<file path="config.mk">
export PLATFORM = sky130hd
export DESIGN_NAME = dmt_timer
export DESIGN_NICKNAME = d
export VERILOG_FILES = /design/src/verilog/dmt_pkg.sv /design/src/verilog/dmt_timer.sv
export SDC_FILE = /design/constraint.sdc
export NUM_CORES = 1
export LEC_CHECK = 0
export BUFFER_PORTS_ARGS = -buffer_cell sky130_fd_sc_hd__buf_2
export CORE_UTILIZATION = 40
export CTS_CLUSTER_SIZE = 12
export DETAILED_ROUTE_END_ITERATION = 6
export GPL_ROUTABILITY_DRIVEN = 1
export PLACE_DENSITY = 0.61
export SETUP_SLACK_MARGIN = 0.5
export SLEW_MARGIN = 30
export SYNTH_ARGS = -nofsm -noshare
export SYNTH_HDL_FRONTEND = slang
export SYNTH_SLANG_ARGS = --single-unit
</file>
<file path="constraint.sdc">
create_clock -name clk_sys -period 2.29 [get_ports clk_sys]
set_input_delay 0 -clock clk_sys [delete_from_list [all_inputs] [get_ports clk_sys]]
set_output_delay 0 -clock clk_sys [all_outputs]
set_load 0.01 [all_outputs]
</file>
<file path="src/verilog/dmt_pkg.sv">
package dmt_pkg;

    // ------------------------------------------------------------
    // Register map (byte addresses, one word each)
    // ------------------------------------------------------------
    localparam logic [7:0] ADDR_CNT_HI   = 8'h00;
    localparam logic [7:0] ADDR_CNT_LO   = 8'h04;
    localparam logic [7:0] ADDR_CMP_HI   = 8'h08;
    localparam logic [7:0] ADDR_CMP_LO   = 8'h0c;
    localparam logic [7:0] ADDR_CTRL     = 8'h10;
    localparam logic [7:0] ADDR_CTRL_STS = 8'h14;
    localparam logic [7:0] ADDR_IRQ_REQ  = 8'h18;
    localparam logic [7:0] ADDR_IRQ_EN   = 8'h1c;

    // ------------------------------------------------------------
    // Reset values
    // ------------------------------------------------------------
    localparam logic [7:0] CNT_RESET  = 8'h00;
    localparam logic [7:0] CMP_RESET  = 8'hff;
    localparam logic [7:0] CTRL_RESET = 8'h00;
    localparam logic [7:0] BYTE_MAX   = 8'hff;

    // ------------------------------------------------------------
    // Field positions
    // ------------------------------------------------------------
    localparam int STS_OVF_HI  = 7;
    localparam int STS_CMF_HI  = 6;
    localparam int STS_OVIE_HI = 5;
    localparam int STS_CCLR_HI = 4;
    localparam int STS_OVF_LO  = 3;
    localparam int STS_CMF_LO  = 2;
    localparam int STS_OVIE_LO = 1;
    localparam int STS_CCLR_LO = 0;
    localparam int IRQ_BIT_HI  = 1;
    localparam int IRQ_BIT_LO  = 0;

    // ------------------------------------------------------------
    // Clock select codes and prescaler taps
    // ------------------------------------------------------------
    localparam logic [2:0] CKS_STOP    = 3'h0;
    localparam logic [2:0] CKS_DIV32   = 3'h4;
    localparam logic [2:0] CKS_DIV16   = 3'h5;
    localparam logic [2:0] CKS_DIV4    = 3'h6;
    localparam logic [2:0] CKS_WATCH4  = 3'h7;
    localparam int         PRE_WIDTH   = 5;
    localparam logic [4:0] PRE_MASK32  = 5'h1f;
    localparam logic [4:0] PRE_MASK16  = 5'h0f;
    localparam logic [4:0] PRE_MASK4   = 5'h03;
    localparam int         WATCH_DIV   = 4;

    // Control register layout, bit 7 down to bit 0
    typedef struct packed {
        logic       tolHi;
        logic [2:0] cksHi;
        logic       tolLo;
        logic [2:0] cksLo;
    } dmt_ctrl_s;

endpackage : dmt_pkg

</file>
<file path="src/verilog/dmt_timer.sv">
// Chosen here: the APB interface to the registers and the register offsets.
`timescale 1ns/1ps

// Operation
// Two cascaded 8-bit counters form one 16-bit counter, or run apart.
// Counter bytes are CPU read/write; 16-bit mode goes through staging latch.
// Compare bytes are CPU read/write; 16-bit mode goes through staging latch.
// Reset loads both counter bytes with zero.
// Reset loads both compare bytes with all ones.
// High select top bit zero gives 16-bit counting from low select.
// 16-bit mode clears whole counter on match only if high clear set.
// 16-bit wrap sets high overflow flag, request if enabled, interrupt if enabled.
// High select top bit one runs bytes apart, each by own select.
// 8-bit mode clears each byte on its match if its clear bit set.
// 8-bit wrap of each byte sets own flag and gated request.
// 16-bit mode compares full words; equality sets high match flag and request.
// 8-bit mode compares each byte pair; match sets own flag and request.
// 16-bit mode toggles high output on match from programmed level.
// 8-bit mode toggles each output on own match from programmed level.
// Control register is write-only, zero at reset, levels at bits 7 and 3.
// High select decodes cascade, prohibited, divide by 32/16/4 and watch/4.
// Low select decodes stop, prohibited, divide by 32/16/4 and watch/4.
// Status flags clear only by writing zero after reading them as one.
// Selected taps become single-cycle enables; watch tap synchronised first.
module dmt_timer (
    // Clock, reset, enable
    input  wire logic        clk_sys,
    input  wire logic        rst,
    input  wire logic        ce,
    // APB slave
    input  wire logic        psel,
    input  wire logic        penable,
    input  wire logic        pwrite,
    input  wire logic [7:0]  paddr,
    input  wire logic [31:0] pwdata,
    output logic      [31:0] prdata,
    output logic             pready,
    output logic             pslverr,
    // Watch clock prescaler tap, asynchronous
    input  wire logic        watchTap,
    // Toggle pins and interrupts to the CPU
    output logic             toggleOutHi,
    output logic             toggleOutLo,
    output logic             irqHi,
    output logic             irqLo
);

    // ------------------------------------------------------------
    // Declarations
    // ------------------------------------------------------------
    dmt_pkg::dmt_ctrl_s ctrl_q;
    logic [7:0]  cntHi_q, cntLo_q, cmpHi_q, cmpLo_q, stage_q;
    logic [7:0]  ctlSts_q;
    logic [3:0]  flag_q, seen_q, flagSet, flagClr;
    logic [1:0]  irqReq_q, irqEn_q;
    logic [4:0]  preDiv_q;
    logic [2:0]  watchSync_q;
    logic [1:0]  watchDiv_q;
    logic        eqHiPrev_q, eqLoPrev_q;
    logic [31:0] prdata_q;
    logic        pready_q, pslverr_q, togHi_q, togLo_q, irqHi_q, irqLo_q;
    logic        split, tickLo, tickHi, watchTick, tick32, tick16, tick4;
    logic        eqHi, eqLo, matchHi, matchLo, clrHi, clrLo, ovHi, ovLo;
    logic        access, wrEn, rdEn, mapped;
    logic [7:0]  wByte, rdByte;

    assign prdata      = prdata_q;
    assign pready      = pready_q;
    assign pslverr     = pslverr_q;
    assign toggleOutHi = togHi_q;
    assign toggleOutLo = togLo_q;
    assign irqHi       = irqHi_q;
    assign irqLo       = irqLo_q;

    // ------------------------------------------------------------
    // Prescaler taps
    // ------------------------------------------------------------
    function automatic logic tapSel(input logic [2:0] sel, input logic t32, input logic t16,
                                    input logic t4, input logic tw);
        case (sel)
            dmt_pkg::CKS_DIV32:  tapSel = t32;
            dmt_pkg::CKS_DIV16:  tapSel = t16;
            dmt_pkg::CKS_DIV4:   tapSel = t4;
            dmt_pkg::CKS_WATCH4: tapSel = tw;
            default:             tapSel = 1'b0; // Stop and prohibited codes never count
        endcase
    endfunction : tapSel

    always_ff @(posedge clk_sys) begin
        if (rst) begin
            preDiv_q <= '0;
        end else if (ce) begin
            preDiv_q <= preDiv_q + 5'h01;
        end
    end

    // Watch tap crosses into the system domain before its edges are counted
    always_ff @(posedge clk_sys) begin
        if (rst) begin
            watchSync_q <= '0;
            watchDiv_q  <= '0;
        end else if (ce) begin
            watchSync_q <= {watchSync_q[1:0], watchTap};
            if (watchSync_q[1] && !watchSync_q[2]) begin
                watchDiv_q <= watchDiv_q + 2'h1;
            end
        end
    end

    assign tick32    = (preDiv_q & dmt_pkg::PRE_MASK32) == dmt_pkg::PRE_MASK32;
    assign tick16    = (preDiv_q & dmt_pkg::PRE_MASK16) == dmt_pkg::PRE_MASK16;
    assign tick4     = (preDiv_q & dmt_pkg::PRE_MASK4) == dmt_pkg::PRE_MASK4;
    assign watchTick = watchSync_q[1] && !watchSync_q[2] && (watchDiv_q == 2'(dmt_pkg::WATCH_DIV - 1));

    // ------------------------------------------------------------
    // Mode, compare and count events
    // ------------------------------------------------------------
    assign split  = ctrl_q.cksHi[2];
    assign tickLo = tapSel(ctrl_q.cksLo, tick32, tick16, tick4, watchTick);
    // Cascade on low byte wrap in 16-bit mode; own tap otherwise
    assign tickHi = split ? tapSel(ctrl_q.cksHi, tick32, tick16, tick4, watchTick)
                          : (tickLo && cntLo_q == dmt_pkg::BYTE_MAX);
    assign eqLo   = split && (cntLo_q == cmpLo_q);
    assign eqHi   = split ? (cntHi_q == cmpHi_q)
                          : ({cntHi_q, cntLo_q} == {cmpHi_q, cmpLo_q});
    // A match is the cycle the equality begins, so a stalled count flags once
    assign matchHi = eqHi && !eqHiPrev_q;
    assign matchLo = eqLo && !eqLoPrev_q;
    // Clear replaces the next count step once the counter sits on the compare value
    assign clrHi  = eqHi && ctlSts_q[dmt_pkg::STS_CCLR_HI] && (split ? tickHi : tickLo);
    assign clrLo  = split ? (eqLo && ctlSts_q[dmt_pkg::STS_CCLR_LO] && tickLo) : clrHi;
    assign ovHi   = tickHi && !clrHi && cntHi_q == dmt_pkg::BYTE_MAX;
    assign ovLo   = split && tickLo && !clrLo && cntLo_q == dmt_pkg::BYTE_MAX;

    always_ff @(posedge clk_sys) begin
        if (rst) begin
            eqHiPrev_q <= 1'b0;
            eqLoPrev_q <= 1'b0;
        end else if (ce) begin
            eqHiPrev_q <= eqHi;
            eqLoPrev_q <= eqLo;
        end
    end

    // ------------------------------------------------------------
    // APB slave
    // ------------------------------------------------------------
    assign access = psel && penable && pready_q;
    assign wrEn   = access && pwrite;
    assign rdEn   = access && !pwrite;
    assign wByte  = pwdata[7:0];
    assign mapped = paddr[1:0] == 2'h0 && paddr <= dmt_pkg::ADDR_IRQ_EN;

    always_comb begin
        case (paddr)
            dmt_pkg::ADDR_CNT_HI:   rdByte = cntHi_q;
            dmt_pkg::ADDR_CNT_LO:   rdByte = split ? cntLo_q : stage_q;
            dmt_pkg::ADDR_CMP_HI:   rdByte = cmpHi_q;
            dmt_pkg::ADDR_CMP_LO:   rdByte = split ? cmpLo_q : stage_q;
            dmt_pkg::ADDR_CTRL_STS: rdByte = {flag_q[3:2], ctlSts_q[5:4], flag_q[1:0], ctlSts_q[1:0]};
            dmt_pkg::ADDR_IRQ_REQ:  rdByte = {6'h00, irqReq_q};
            dmt_pkg::ADDR_IRQ_EN:   rdByte = {6'h00, irqEn_q};
            default:                rdByte = 8'h00; // Control register is write-only
        endcase
    end

    // One wait state: pready rises in the second access cycle
    always_ff @(posedge clk_sys) begin
        if (rst) begin
            pready_q  <= 1'b0;
            pslverr_q <= 1'b0;
            prdata_q  <= '0;
        end else if (ce) begin
            pready_q  <= psel && penable && !pready_q;
            pslverr_q <= psel && penable && !pready_q && !mapped;
            if (psel && penable && !pready_q) begin
                prdata_q <= {24'h000000, rdByte};
            end
        end
    end

    // Staging latch: high byte access moves the pair through it in 16-bit mode
    always_ff @(posedge clk_sys) begin
        if (rst) begin
            stage_q <= 8'h00;
        end else if (ce && !split) begin
            if (wrEn && (paddr == dmt_pkg::ADDR_CNT_HI || paddr == dmt_pkg::ADDR_CMP_HI)) begin
                stage_q <= wByte;
            end else if (rdEn && paddr == dmt_pkg::ADDR_CNT_HI) begin
                stage_q <= cntLo_q;
            end else if (rdEn && paddr == dmt_pkg::ADDR_CMP_HI) begin
                stage_q <= cmpLo_q;
            end
        end
    end

    // ------------------------------------------------------------
    // Counters
    // ------------------------------------------------------------
    always_ff @(posedge clk_sys) begin
        if (rst) begin
            cntHi_q <= dmt_pkg::CNT_RESET;
            cntLo_q <= dmt_pkg::CNT_RESET;
        end else if (ce) begin
            // A CPU write beats a count step in the same cycle
            if (wrEn && paddr == dmt_pkg::ADDR_CNT_LO) begin
                cntLo_q <= wByte;
                if (!split) begin
                    cntHi_q <= stage_q;
                end
            end else if (wrEn && paddr == dmt_pkg::ADDR_CNT_HI && split) begin
                cntHi_q <= wByte;
            end else begin
                if (clrLo) begin
                    cntLo_q <= dmt_pkg::CNT_RESET;
                end else if (tickLo) begin
                    cntLo_q <= cntLo_q + 8'h01;
                end
                if (clrHi) begin
                    cntHi_q <= dmt_pkg::CNT_RESET;
                end else if (tickHi) begin
                    cntHi_q <= cntHi_q + 8'h01;
                end
            end
        end
    end

    // ------------------------------------------------------------
    // Compare, control and enable registers
    // ------------------------------------------------------------
    always_ff @(posedge clk_sys) begin
        if (rst) begin
            cmpHi_q <= dmt_pkg::CMP_RESET;
            cmpLo_q <= dmt_pkg::CMP_RESET;
        end else if (ce && wrEn) begin
            if (paddr == dmt_pkg::ADDR_CMP_LO) begin
                cmpLo_q <= wByte;
                if (!split) begin
                    cmpHi_q <= stage_q;
                end
            end else if (paddr == dmt_pkg::ADDR_CMP_HI && split) begin
                cmpHi_q <= wByte;
            end
        end
    end

    always_ff @(posedge clk_sys) begin
        if (rst) begin
            ctrl_q   <= dmt_pkg::CTRL_RESET;
            ctlSts_q <= 8'h00;
            irqEn_q  <= 2'h0;
        end else if (ce && wrEn) begin
            if (paddr == dmt_pkg::ADDR_CTRL) begin
                ctrl_q <= wByte;
            end
            if (paddr == dmt_pkg::ADDR_CTRL_STS) begin
                ctlSts_q <= wByte;
            end
            if (paddr == dmt_pkg::ADDR_IRQ_EN) begin
                irqEn_q <= wByte[1:0];
            end
        end
    end

    // ------------------------------------------------------------
    // Status flags: 3 overflow hi, 2 match hi, 1 overflow lo, 0 match lo
    // ------------------------------------------------------------
    assign flagSet = {ovHi, matchHi, ovLo, matchLo};

    for (genvar i = 0; i < 4; i++) begin : g_flag
        localparam int BitPos = (i >= 2) ? i + 4 : i + 2;
        // Clearing needs a prior read of one; a new event in that cycle still wins
        assign flagClr[i] = wrEn && paddr == dmt_pkg::ADDR_CTRL_STS && !wByte[BitPos] && seen_q[i];
        always_ff @(posedge clk_sys) begin
            if (rst) begin
                flag_q[i] <= 1'b0;
                seen_q[i] <= 1'b0;
            end else if (ce) begin
                if (flagSet[i]) begin
                    flag_q[i] <= 1'b1;
                end else if (flagClr[i]) begin
                    flag_q[i] <= 1'b0;
                end
                if (rdEn && paddr == dmt_pkg::ADDR_CTRL_STS && flag_q[i]) begin
                    seen_q[i] <= 1'b1;
                end else if (flagClr[i] || !flag_q[i]) begin
                    seen_q[i] <= 1'b0;
                end
            end
        end
    end

    // ------------------------------------------------------------
    // Interrupt requests and toggle outputs
    // ------------------------------------------------------------
    always_ff @(posedge clk_sys) begin
        if (rst) begin
            irqReq_q <= 2'h0;
            irqHi_q  <= 1'b0;
            irqLo_q  <= 1'b0;
        end else if (ce) begin
            for (int b = 0; b < 2; b++) begin
                if ((b == dmt_pkg::IRQ_BIT_HI) ? (matchHi || (ovHi && ctlSts_q[dmt_pkg::STS_OVIE_HI]))
                                               : (matchLo || (ovLo && ctlSts_q[dmt_pkg::STS_OVIE_LO]))) begin
                    irqReq_q[b] <= 1'b1;
                end else if (wrEn && paddr == dmt_pkg::ADDR_IRQ_REQ && !wByte[b]) begin
                    irqReq_q[b] <= 1'b0;
                end
            end
            irqHi_q <= irqReq_q[dmt_pkg::IRQ_BIT_HI] && irqEn_q[dmt_pkg::IRQ_BIT_HI];
            irqLo_q <= irqReq_q[dmt_pkg::IRQ_BIT_LO] && irqEn_q[dmt_pkg::IRQ_BIT_LO];
        end
    end

    // Writing the control register reloads the pin levels
    always_ff @(posedge clk_sys) begin
        if (rst) begin
            togHi_q <= 1'b0;
            togLo_q <= 1'b0;
        end else if (ce) begin
            if (wrEn && paddr == dmt_pkg::ADDR_CTRL) begin
                togHi_q <= wByte[7];
                togLo_q <= wByte[3];
            end else begin
                togHi_q <= togHi_q ^ matchHi;
                togLo_q <= togLo_q ^ matchLo;
            end
        end
    end
endmodule : dmt_timer
</file>
After elaboration in Yosys (flattened, before gate mapping):

Cells that the tools add are included.

* bits in registers: 90
* bits in latches: 0
* bits in writable memories: 0
* ROM bits: 0
* memories: 0

* add/sub/neg operators: 4
* multiply operators: 0
* div/mod/pow operators: 0
* $lt $le $gt $ge: 1
* equal/unequal tests: 27
* shift-type cells: 0
* multiplexer cells: 45
* bitwise logic cells: 2
* reduce and logical (&&, ||, !) cells: 115

Operator list (count)
* 2-to-1 mux 8 bit: 16
* case mux 8 bit (7 select lines): 1
* logical AND 1 bit: 53
* AND reduction 2 bit: 17
* equality test 8 x 5 -> 1 bit (second input constant): 4
* 2-to-1 mux 1 bit: 26
* equality test 3 bit (second input constant): 8
* nonzero test 2 bit: 11
* logical NOT 1 bit: 19
* adder 8 x 1 -> 8 bit (second input constant): 2
* equality test 16 bit: 1
* equality test 8 x 4 -> 1 bit (second input constant): 2
* equality test 8 bit: 2
* equality test 8 bit (second input constant): 2
* AND reduction 3 bit: 3
* equality test 8 x 3 -> 1 bit (second input constant): 1
* less-or-equal comparator 8 x 5 -> 1 bit (second input constant): 1
* logical NOT 8 bit: 1
* case mux 1 bit (4 select lines): 2
* logical OR 1 bit: 7
* != test 2 bit (second input constant): 3
* nonzero test 3 bit: 2
* adder 5 x 1 -> 5 bit (second input constant): 1
* equality test 5 bit (second input constant): 1
* 6 further kinds: 8

Longest topological paths before layout:

Gate-level depths: netlist of run 1.

* word-level depth: 16
* depth in mapped cells: 11

Least setup slack after synthesis of run 1:

Ideal clock, no wire load.

* path type: register -> register
* from: reg preDiv_q[0]
* to: reg cntHi_q[3]
* setup time: 0.059 ns
* arrival: 2.465 ns
* setup slack: -0.235 ns
* cell stages (with the launch flop): 12
* buffers on the path: 0
* clock period less this slack: 2.525 ns
* cells stage by stage: dfxtp_1 -> ha_1 -> nand3_1 -> inv_1 -> ha_1 -> mux2_2 -> o21a_1 -> and2_1 -> a22o_1 -> o21a_1 -> a21oi_1 -> a22o_1

* cells in the longest elaborated chain, start to end: 9
* elaborated cells between the ends (all ways): 14

RTL lines
* from (decl): RTL line dmt_timer.sv:56 `logic [4:0] preDiv_q;`
* from (signal assigned): RTL line dmt_timer.sv:93 `preDiv_q <= preDiv_q + 5'h01;`
* equality test 5 bit (tied with other cells): RTL line dmt_timer.sv:110 `assign tick32 = (preDiv_q & dmt_pkg::PRE_MASK32) == dmt_pkg::PRE_MASK32;`
* case mux 1 bit (4 select lines): RTL line dmt_timer.sv:80 `case (sel)`
* logical AND 1 bit: RTL line dmt_timer.sv:122 `: (tickLo && cntLo_q == dmt_pkg::BYTE_MAX);`
* 2-to-1 mux 1 bit: RTL line dmt_timer.sv:121 `assign tickHi = split ? tapSel(ctrl_q.cksHi, tick32, tick16, tick4, watchTick)`
* 2-to-1 mux 1 bit: RTL line dmt_timer.sv:130 `assign clrHi = eqHi && ctlSts_q[dmt_pkg::STS_CCLR_HI] && (split ? tickHi : tickLo);`
* logical AND 1 bit: RTL line dmt_timer.sv:130
* 2-to-1 mux 8 bit: RTL line dmt_timer.sv:219 `if (clrHi) begin`
* 2-to-1 mux 8 bit: RTL line dmt_timer.sv:211 `end else if (wrEn && paddr == dmt_pkg::ADDR_CNT_HI && split) begin`
* 2-to-1 mux 8 bit: RTL line dmt_timer.sv:206 `if (wrEn && paddr == dmt_pkg::ADDR_CNT_LO) begin`
* to (signal assigned): RTL line dmt_timer.sv:209 `cntHi_q <= stage_q;`
* to (signal assigned): RTL line dmt_timer.sv:212 `cntHi_q <= wByte;`
* to (signal assigned): RTL line dmt_timer.sv:220 `cntHi_q <= dmt_pkg::CNT_RESET;`
* to (decl): RTL line dmt_timer.sv:52 `logic [7:0] cntHi_q, cntLo_q, cmpHi_q, cmpLo_q, stage_q;`

Several ways; a longest one is shown, not always the timed one.
A chain may end at the register's enable or synchronous reset.

Final worst setup path of run 1:

* from: reg preDiv_q[0]
* to: reg cntHi_q[4]

Same word-level chain as after synthesis.

==> impl_metrics.ini, run 1 <==
[yosys]
async_flop_share_pct = 0
yosysMostFrequentCell = dfxtp_1
synth-seq-area-share_pct = 34.54
synth_top_area_share_pct = 34.54
ys_types = 64
syn_area_per_cell_um2 = 8.175
netlist_area_mm2 = 0.005101
ys_seq_elements = 88
ys_top_cells_by_area = dfxtp_1 (35%), mux2i_1 (6.3%), a21oi_1 (5.9%)
ys_top_cells_by_count = dfxtp_1 (88), nand2_1 (64), a21oi_1 (60), nor2_1 (47), mux2i_1 (32)
ys.flop_type = dfxtp_1
synth_top_area_cell = dfxtp_1
synth-edff-count = 0
syn_inst = 624
ys_warn_count = 0

[routing]
wirelength_um = 17090
drcViolationCount = 0
wire_per_inst_um = 19.87
first_iter_violations = 394
viasPerCell = 5.891
detail-route-antenna-nets = 0
vias = 5066
first_pass_iters = 5

[finish]
layout.nets = 739
instances_no_fill = 860
design_area_mm2 = 0.006560
drive_above_1_share_pct = 30.20
antenna-diode-count = 0
synthToLayoutAreaGrowth_pct = 28.60
n_fill_cell = 1175

[timing]
worst_pin_slew_ns = 0.5386
layout_min_cycle_time_ns = 2.300
tns_ns = -0.02120
hold_viol = 0
period_share_pct = 100.4
finalSetupViolations = 5
max_freq_mhz = 434.7
setup_ws_ns = -0.01027
rsz0062_at_grt = yes
fin_skew_ns = 0.006719
drv_slew = 0
max_slew_margin_pct = 63.82

[worst_setup_path]
cp.buffers_inverters = 1
slowest_delay_ns = 0.33
r2r_slack_ns = -0.01
arrival_ns = 2.59
r2r_start = preDiv_q[0]$_SDFFE_PP0P_
path_delay_family = compound AO/OA/AOI/OAI gates
required_ns = 2.58
cpMaxStageDelayCell = dfxtp_2
r2r_cells = 11
crit_chain = ha_4, nand3_4, inv_2, ha_4, mux2_2, o21a_1, and2_4, a22o_4, o21a_1, a21oi_4, a22o_1
r2r_end = cntHi_q[4]$_SDFFE_PP0P_
crit_type = reg -> reg
cp-end-kind = flop
crit_path_start_kind = flop
crit_fanout = 8

[placed_design]
place_area_mm2 = 0.005623
placed_cells = 824
portBuffers = 36
routabilityCongestion = 0.9340
hpwl_um = 12080

[clock_network]
path_clk_slew_ns = 0.06
cts_root_buf = clkbuf_16
clk_latency_ns = 0.35
cts_sinks = 88
cts_tree = yes
ctsHtreeMaxLevel = 3
ctsLongestPathBuffers = 2
cts_buffers = 9

[run_status]
status = finished with violations
violations = negative setup slack

[die]
start_util_pct = 41.77
die_area_mm2 = 0.01321
core_mm2 = 0.01221
ios = 85
rows = 40
die_h_um = 114.9
die_w_um = 114.9

[grt]
grt_usage_pct = 26.18
grt_max_degree = 41
antenna_found_initial = 0
grt_pass1_wl_um = 25870
grt_pass1_vias = 4708
globalRoute.totalOverflow = 0

[worst_hold_path]
hold_path_end = ctrl_q[2]$_SDFFE_PP0P_
hold_class = in -> reg
worstHoldStart = pwdata[2]
min_delay_path_depth = 3

[power]
power.density_cell_area_mw_per_mm2 = 568.5
p_leak_nw = 2.505
vdd_drop_max_mv = 0.3992

[job]
maxCapViolCount = 0
## layout by cell type, fill, tap and decap left out, types with 4 or more instances in the layout
cell type,n
dfxtp_1,71
nand2_1,61
a21oi_1,54
buf_4,54
nor2_1,43
buf_2,36
mux2i_1,32
conb_1,24
nand3_1,23
o21ai_0,21
inv_1,13
xor2_1,13
and3_1,11
dfxtp_2,11
xnor2_1,10
a22o_1,9
clkbuf_16,9
a221oi_1,8
nand4_1,7
a211oi_1,7
a22oi_1,7
o211ai_1,6
mux2_2,6
a31o_2,6
a222oi_1,6
dfxtp_4,6
bufinv_16,5
buf_6,5
nor4_4,4
a311oi_1,4
a21oi_2,4
## logic make-up (layout without fill, tap and decap cells)
group	Yosys count	count (layout)	synth area share, %
buffers and inverters	84	129	8.290
xor gates and xnor gates	27	27	4.636
adders and majority gates	5	5	1.226
AOI/OAI and AO/OA	175	175	23.37
muxes	38	38	7.604
DFF	88	88	34.54
and+or+nand+nor	206	206	20.26
other	1	24	0.07351
## layer usage
metal	vias up	share of wire, %	GRT usage [%]
met5	-	0	0
met4	0	3.5	11.52
met3	44	6.8	4.270
met2	200	47	42.57
met1	2457	43	34.21
li1	2365	-	-
## stage by stage
stage | utilization (%) | power (mW) | worst slack (ns) | hold WS (ns)
after floorplan | - | 1.773 | 0.01566 | 0.1285
after global placement | 46.05 | 1.839 | -0.01048 | 0.2408
after detailed placement | 46.05 | 1.846 | -0.05050 | 0.2504
after CTS | 50.87 | 3.748 | -0.004624 | 0.001293
after global routing | 53.72 | 3.831 | -0.1099 | 0.05177
final | 53.72 | 3.729 | -0.01027 | 0.009756
## how the worst max path moves through the flow
| stage | slack (ns) | to | from | depth (start not counted) |
|---|---|---|---|---|
| 6_report | -0.01 | cntHi_q[4]$_SDFFE_PP0P_ | preDiv_q[0]$_SDFFE_PP0P_ | 11 |
| 5_1_grt | -0.11 | cntHi_q[4]$_SDFFE_PP0P_ | preDiv_q[1]$_SDFFE_PP0P_ | 11 |
| 4_1_cts | -0.005 | cntHi_q[4]$_SDFFE_PP0P_ | preDiv_q[0]$_SDFFE_PP0P_ | 11 |
| 3_5_place_dp | -0.05 | cntHi_q[4]$_SDFFE_PP0P_ | preDiv_q[1]$_SDFFE_PP0P_ | 11 |
| 3_3_place_gp | -0.01 | cntHi_q[6]$_SDFFE_PP0P_ | preDiv_q[1]$_SDFFE_PP0P_ | 11 |
| 2_1_floorplan | 0.02 | cntHi_q[3]$_SDFFE_PP0P_ | preDiv_q[0]$_SDFFE_PP0P_ | 11 |
## tightest hold or removal path: stages
cell and delay (ns):
buf_2 0.16, nand3_1 0.10, a21oi_1 0.05
## power by group
| group | leakage (nW) | switching, mW | internal, mW |
|---|---|---|---|
| clock network | 0.187 | 0.619 | 1.29 |
| logic | 1.61 | 0.185 | 0.0828 |
| registers | 0.713 | 0.0144 | 1.54 |
| total | 2.51 | 0.819 | 2.91 |
## sequential cells by signal, indices dropped and copies added, names as in the netlist, 2 cells and up
name / flops
cmpHi_q: 8
cmpLo_q: 8
cntHi_q: 8
cntLo_q: 8
prdata: 8
stage_q: 8
ctrl_q: 6
preDiv_q: 5
ctlSts_q: 4
flag_q: 4
seen_q: 4
watchSync_q: 3
irqEn_q: 2
irqReq_q: 2
watchDiv_q: 2
## repair_timing
item,4_1_cts,5_1_grt
gates resized for setup,34,64
endpoints found under the setup margin,35,61
buffers inserted,5,13
endpoints found under the hold margin,2,0
gates cloned,0,0
hold buffers,2,0
pin swaps,23,36
## final cells by class
class	instances	area (um^2)	area share, %
Multi-Input combinational cell	475	3430	52.28
Clock inverter	6	155.1	2.365
Tap cell	168	210.2	3.204
Clock buffer	10	229.0	3.490
Timing Repair Buffer	98	681.9	10.39
Inverter	15	56.30	0.8583
Sequential cell	88	1798	27.41
No activity file was read; power rests on OpenSTA's default activity.
==> run 2, diff against run 1 <==
PLACE_DENSITY = 0.62   (was 0.61)
==> impl_metrics.ini, run 2 (same netlist as run 1, synthesis figures left out) <==
[die]
die_w_um = 114.9
core_mm2 = 0.01221
start_util_pct = 41.77
die_h_um = 114.9
rows = 40
ios = 85
die_area_mm2 = 0.01321

[grt]
grtUsageMet2_pct = 40.92
gr-usage-met1_pct = 35.57
antenna_found_initial = 0
grt_usage_pct = 25.70
globalRoute.totalOverflow = 0
grt.busiest_layer = met2
grt_pass1_vias = 4713
grt_pass1_wl_um = 25680
grt_max_degree = 54
use_met3_pct = 3.848

[timing]
drv_slew = 0
rsz0062_at_grt = yes
max_slew_margin_pct = 59.43
fin_skew_ns = 0.008126
layout_min_cycle_time_ns = 2.327
max_freq_mhz = 429.7
finalSetupViolations = 8
setup_ws_ns = -0.03698
worst_pin_slew_ns = 0.6086
period_share_pct = 101.6
hold_ws_ns = 0.01257
hold_viol = 0

[power]
internal-power_mw = 2.490
clkPwrFrac_pct = 45.5
combPwrFrac_pct = 8.0
seqPwrFrac_pct = 46.5
power.density_cell_area_mw_per_mm2 = 522.0
p_leak_nw = 2.419
p_sw_uw = 859.1
sw_frac_of_total_pct = 25.65
vdd_drop_max_mv = 0.2873

[clock_network]
ctsLongestPathBuffers = 2
path_clk_slew_ns = 0.06
ctsHtreeMaxLevel = 3
cts_tree = yes
cts_sinks = 88
cts_root_buf = clkbuf_16
cts_buffers = 9
clk_latency_ns = 0.35

[placed_design]
portBuffers = 36
routabilityCongestion = 0.9378
hpwl_um = 11890
place_area_mm2 = 0.005638

[job]
maxCapViolCount = 0

[worst_hold_path]
hold_path_end = ctrl_q[2]$_SDFFE_PP0P_
worstHoldStart = pwdata[2]
hold_class = in -> reg
min_delay_path_depth = 3

[worst_setup_path]
worstSetupStartpoint = preDiv_q[0]$_SDFFE_PP0P_
arrival_ns = 2.56
r2r_slack_ns = -0.04
crit_fanout = 3
r2r_start = preDiv_q[0]$_SDFFE_PP0P_
r2r_cells = 11
r2r_end = cntHi_q[1]$_SDFFE_PP0P_
required_ns = 2.53
crit_path_start_kind = flop
crit_type = reg -> reg
cp-end-kind = flop

[finish]
layout_commonest_cell = dfxtp_1
n_fill_cell = 1152
synthToLayoutAreaGrowth_pct = 25.78
layout.nets = 739
drive_above_1_share_pct = 28.18
antenna-diode-count = 0
mostFrequentLayoutCells = dfxtp_1 (80), nand2_1 (63), a21oi_1 (56)
design_area_mm2 = 0.006416

[routing]
drcViolationCount = 0
vias = 5046
wirelength_um = 16830
wire_per_inst_um = 19.57
first_pass_iters = 7
viasPerCell = 5.867
detail-route-antenna-nets = 0
first_iter_violations = 575

[run_status]
violations = negative setup slack
status = finished with violations
[run 2: changes by cell type in the layout (fill, tap and decap cells not counted), moves of 3 or more]
| cell | before | now |
|---|---|---|
| buf_4 | 54 | 51 |
| bufinv_16 | 5 | 1 |
| dfxtp_1 | 71 | 80 |
| dfxtp_2 | 11 | 4 |
| inv_6 | 0 | 4 |
[run 2: layer usage]
layer | share of wire (%) | vias up
met1 | 44 | 2406
met2 | 46 | 235
met4 | 2.6 | 0
li1 | - | 2364
met3 | 6.9 | 41
met5 | 0 | -
[run 2: worst max path at each step]
stage,endpoint,slack [ns],cells after the start
after floorplan,cntHi_q[3]$_SDFFE_PP0P_,0.02,11
after global placement,cntHi_q[6]$_SDFFE_PP0P_,-0.02,11
after detailed placement,cntHi_q[7]$_SDFFE_PP0P_,-0.06,11
after CTS,cntHi_q[7]$_SDFFE_PP0P_,-0.04,11
after global routing,cntHi_q[1]$_SDFFE_PP0P_,-0.11,11
final,cntHi_q[1]$_SDFFE_PP0P_,-0.04,11
[run 2: layout make-up]
type	count	area, um^2	share of cell area (%)
clock buffer	9	225.2	3.510
multi-input combinational	475	3378	52.65
timing repair buffer	98	686.9	10.71
inverter	15	56.30	0.8775
clock inverter	7	77.57	1.209
sequential	88	1782	27.77
tap	168	210.2	3.276
[run 2: stage by stage]
stage               util (%)  setup slack (ns)  cells  setup TNS [ns]  power (mW)
floorplan                  -           0.01566    647               0       1.773
global placement       46.17          -0.02032    826        -0.09364       1.837
detailed placement     46.17          -0.06179    826         -0.3432       1.843
CTS                    50.44          -0.04473    852         -0.2042       3.354
global route           52.54           -0.1122    860         -0.7856       3.453
finish                 52.54          -0.03698    860         -0.2083       3.349
[run 2: critical path, stage by stage (launching register included)]
cell	delay, ns
dfxtp_2	0.34
ha_4	0.16
nand3_2	0.06
inv_2	0.05
ha_4	0.15
mux2_2	0.26
o21a_4	0.21
and2_4	0.16
a22o_1	0.23
o211ai_1	0.32
buf_4	0.20
o2bb2ai_1	0.08
[run 2: repair_timing]
action                                  CTS  global route
hold buffers                              2             0
endpoints found under the setup margin   32            47
gates cloned                              0             1
hold endpoints to repair                  2             0
resized for setup                        36            44
pin swaps                                26            29
buffers inserted                          8             7
[run 2: power groups by stage]
stage	sequential, mW	combinational [mW]	clock [mW]
2_1_floorplan	1.60	0.176	0
3_3_place_gp	1.60	0.241	0
3_5_place_dp	1.60	0.247	0
4_1_cts	1.56	0.254	1.54
5_1_grt	1.56	0.287	1.61
6_report	1.56	0.267	1.53
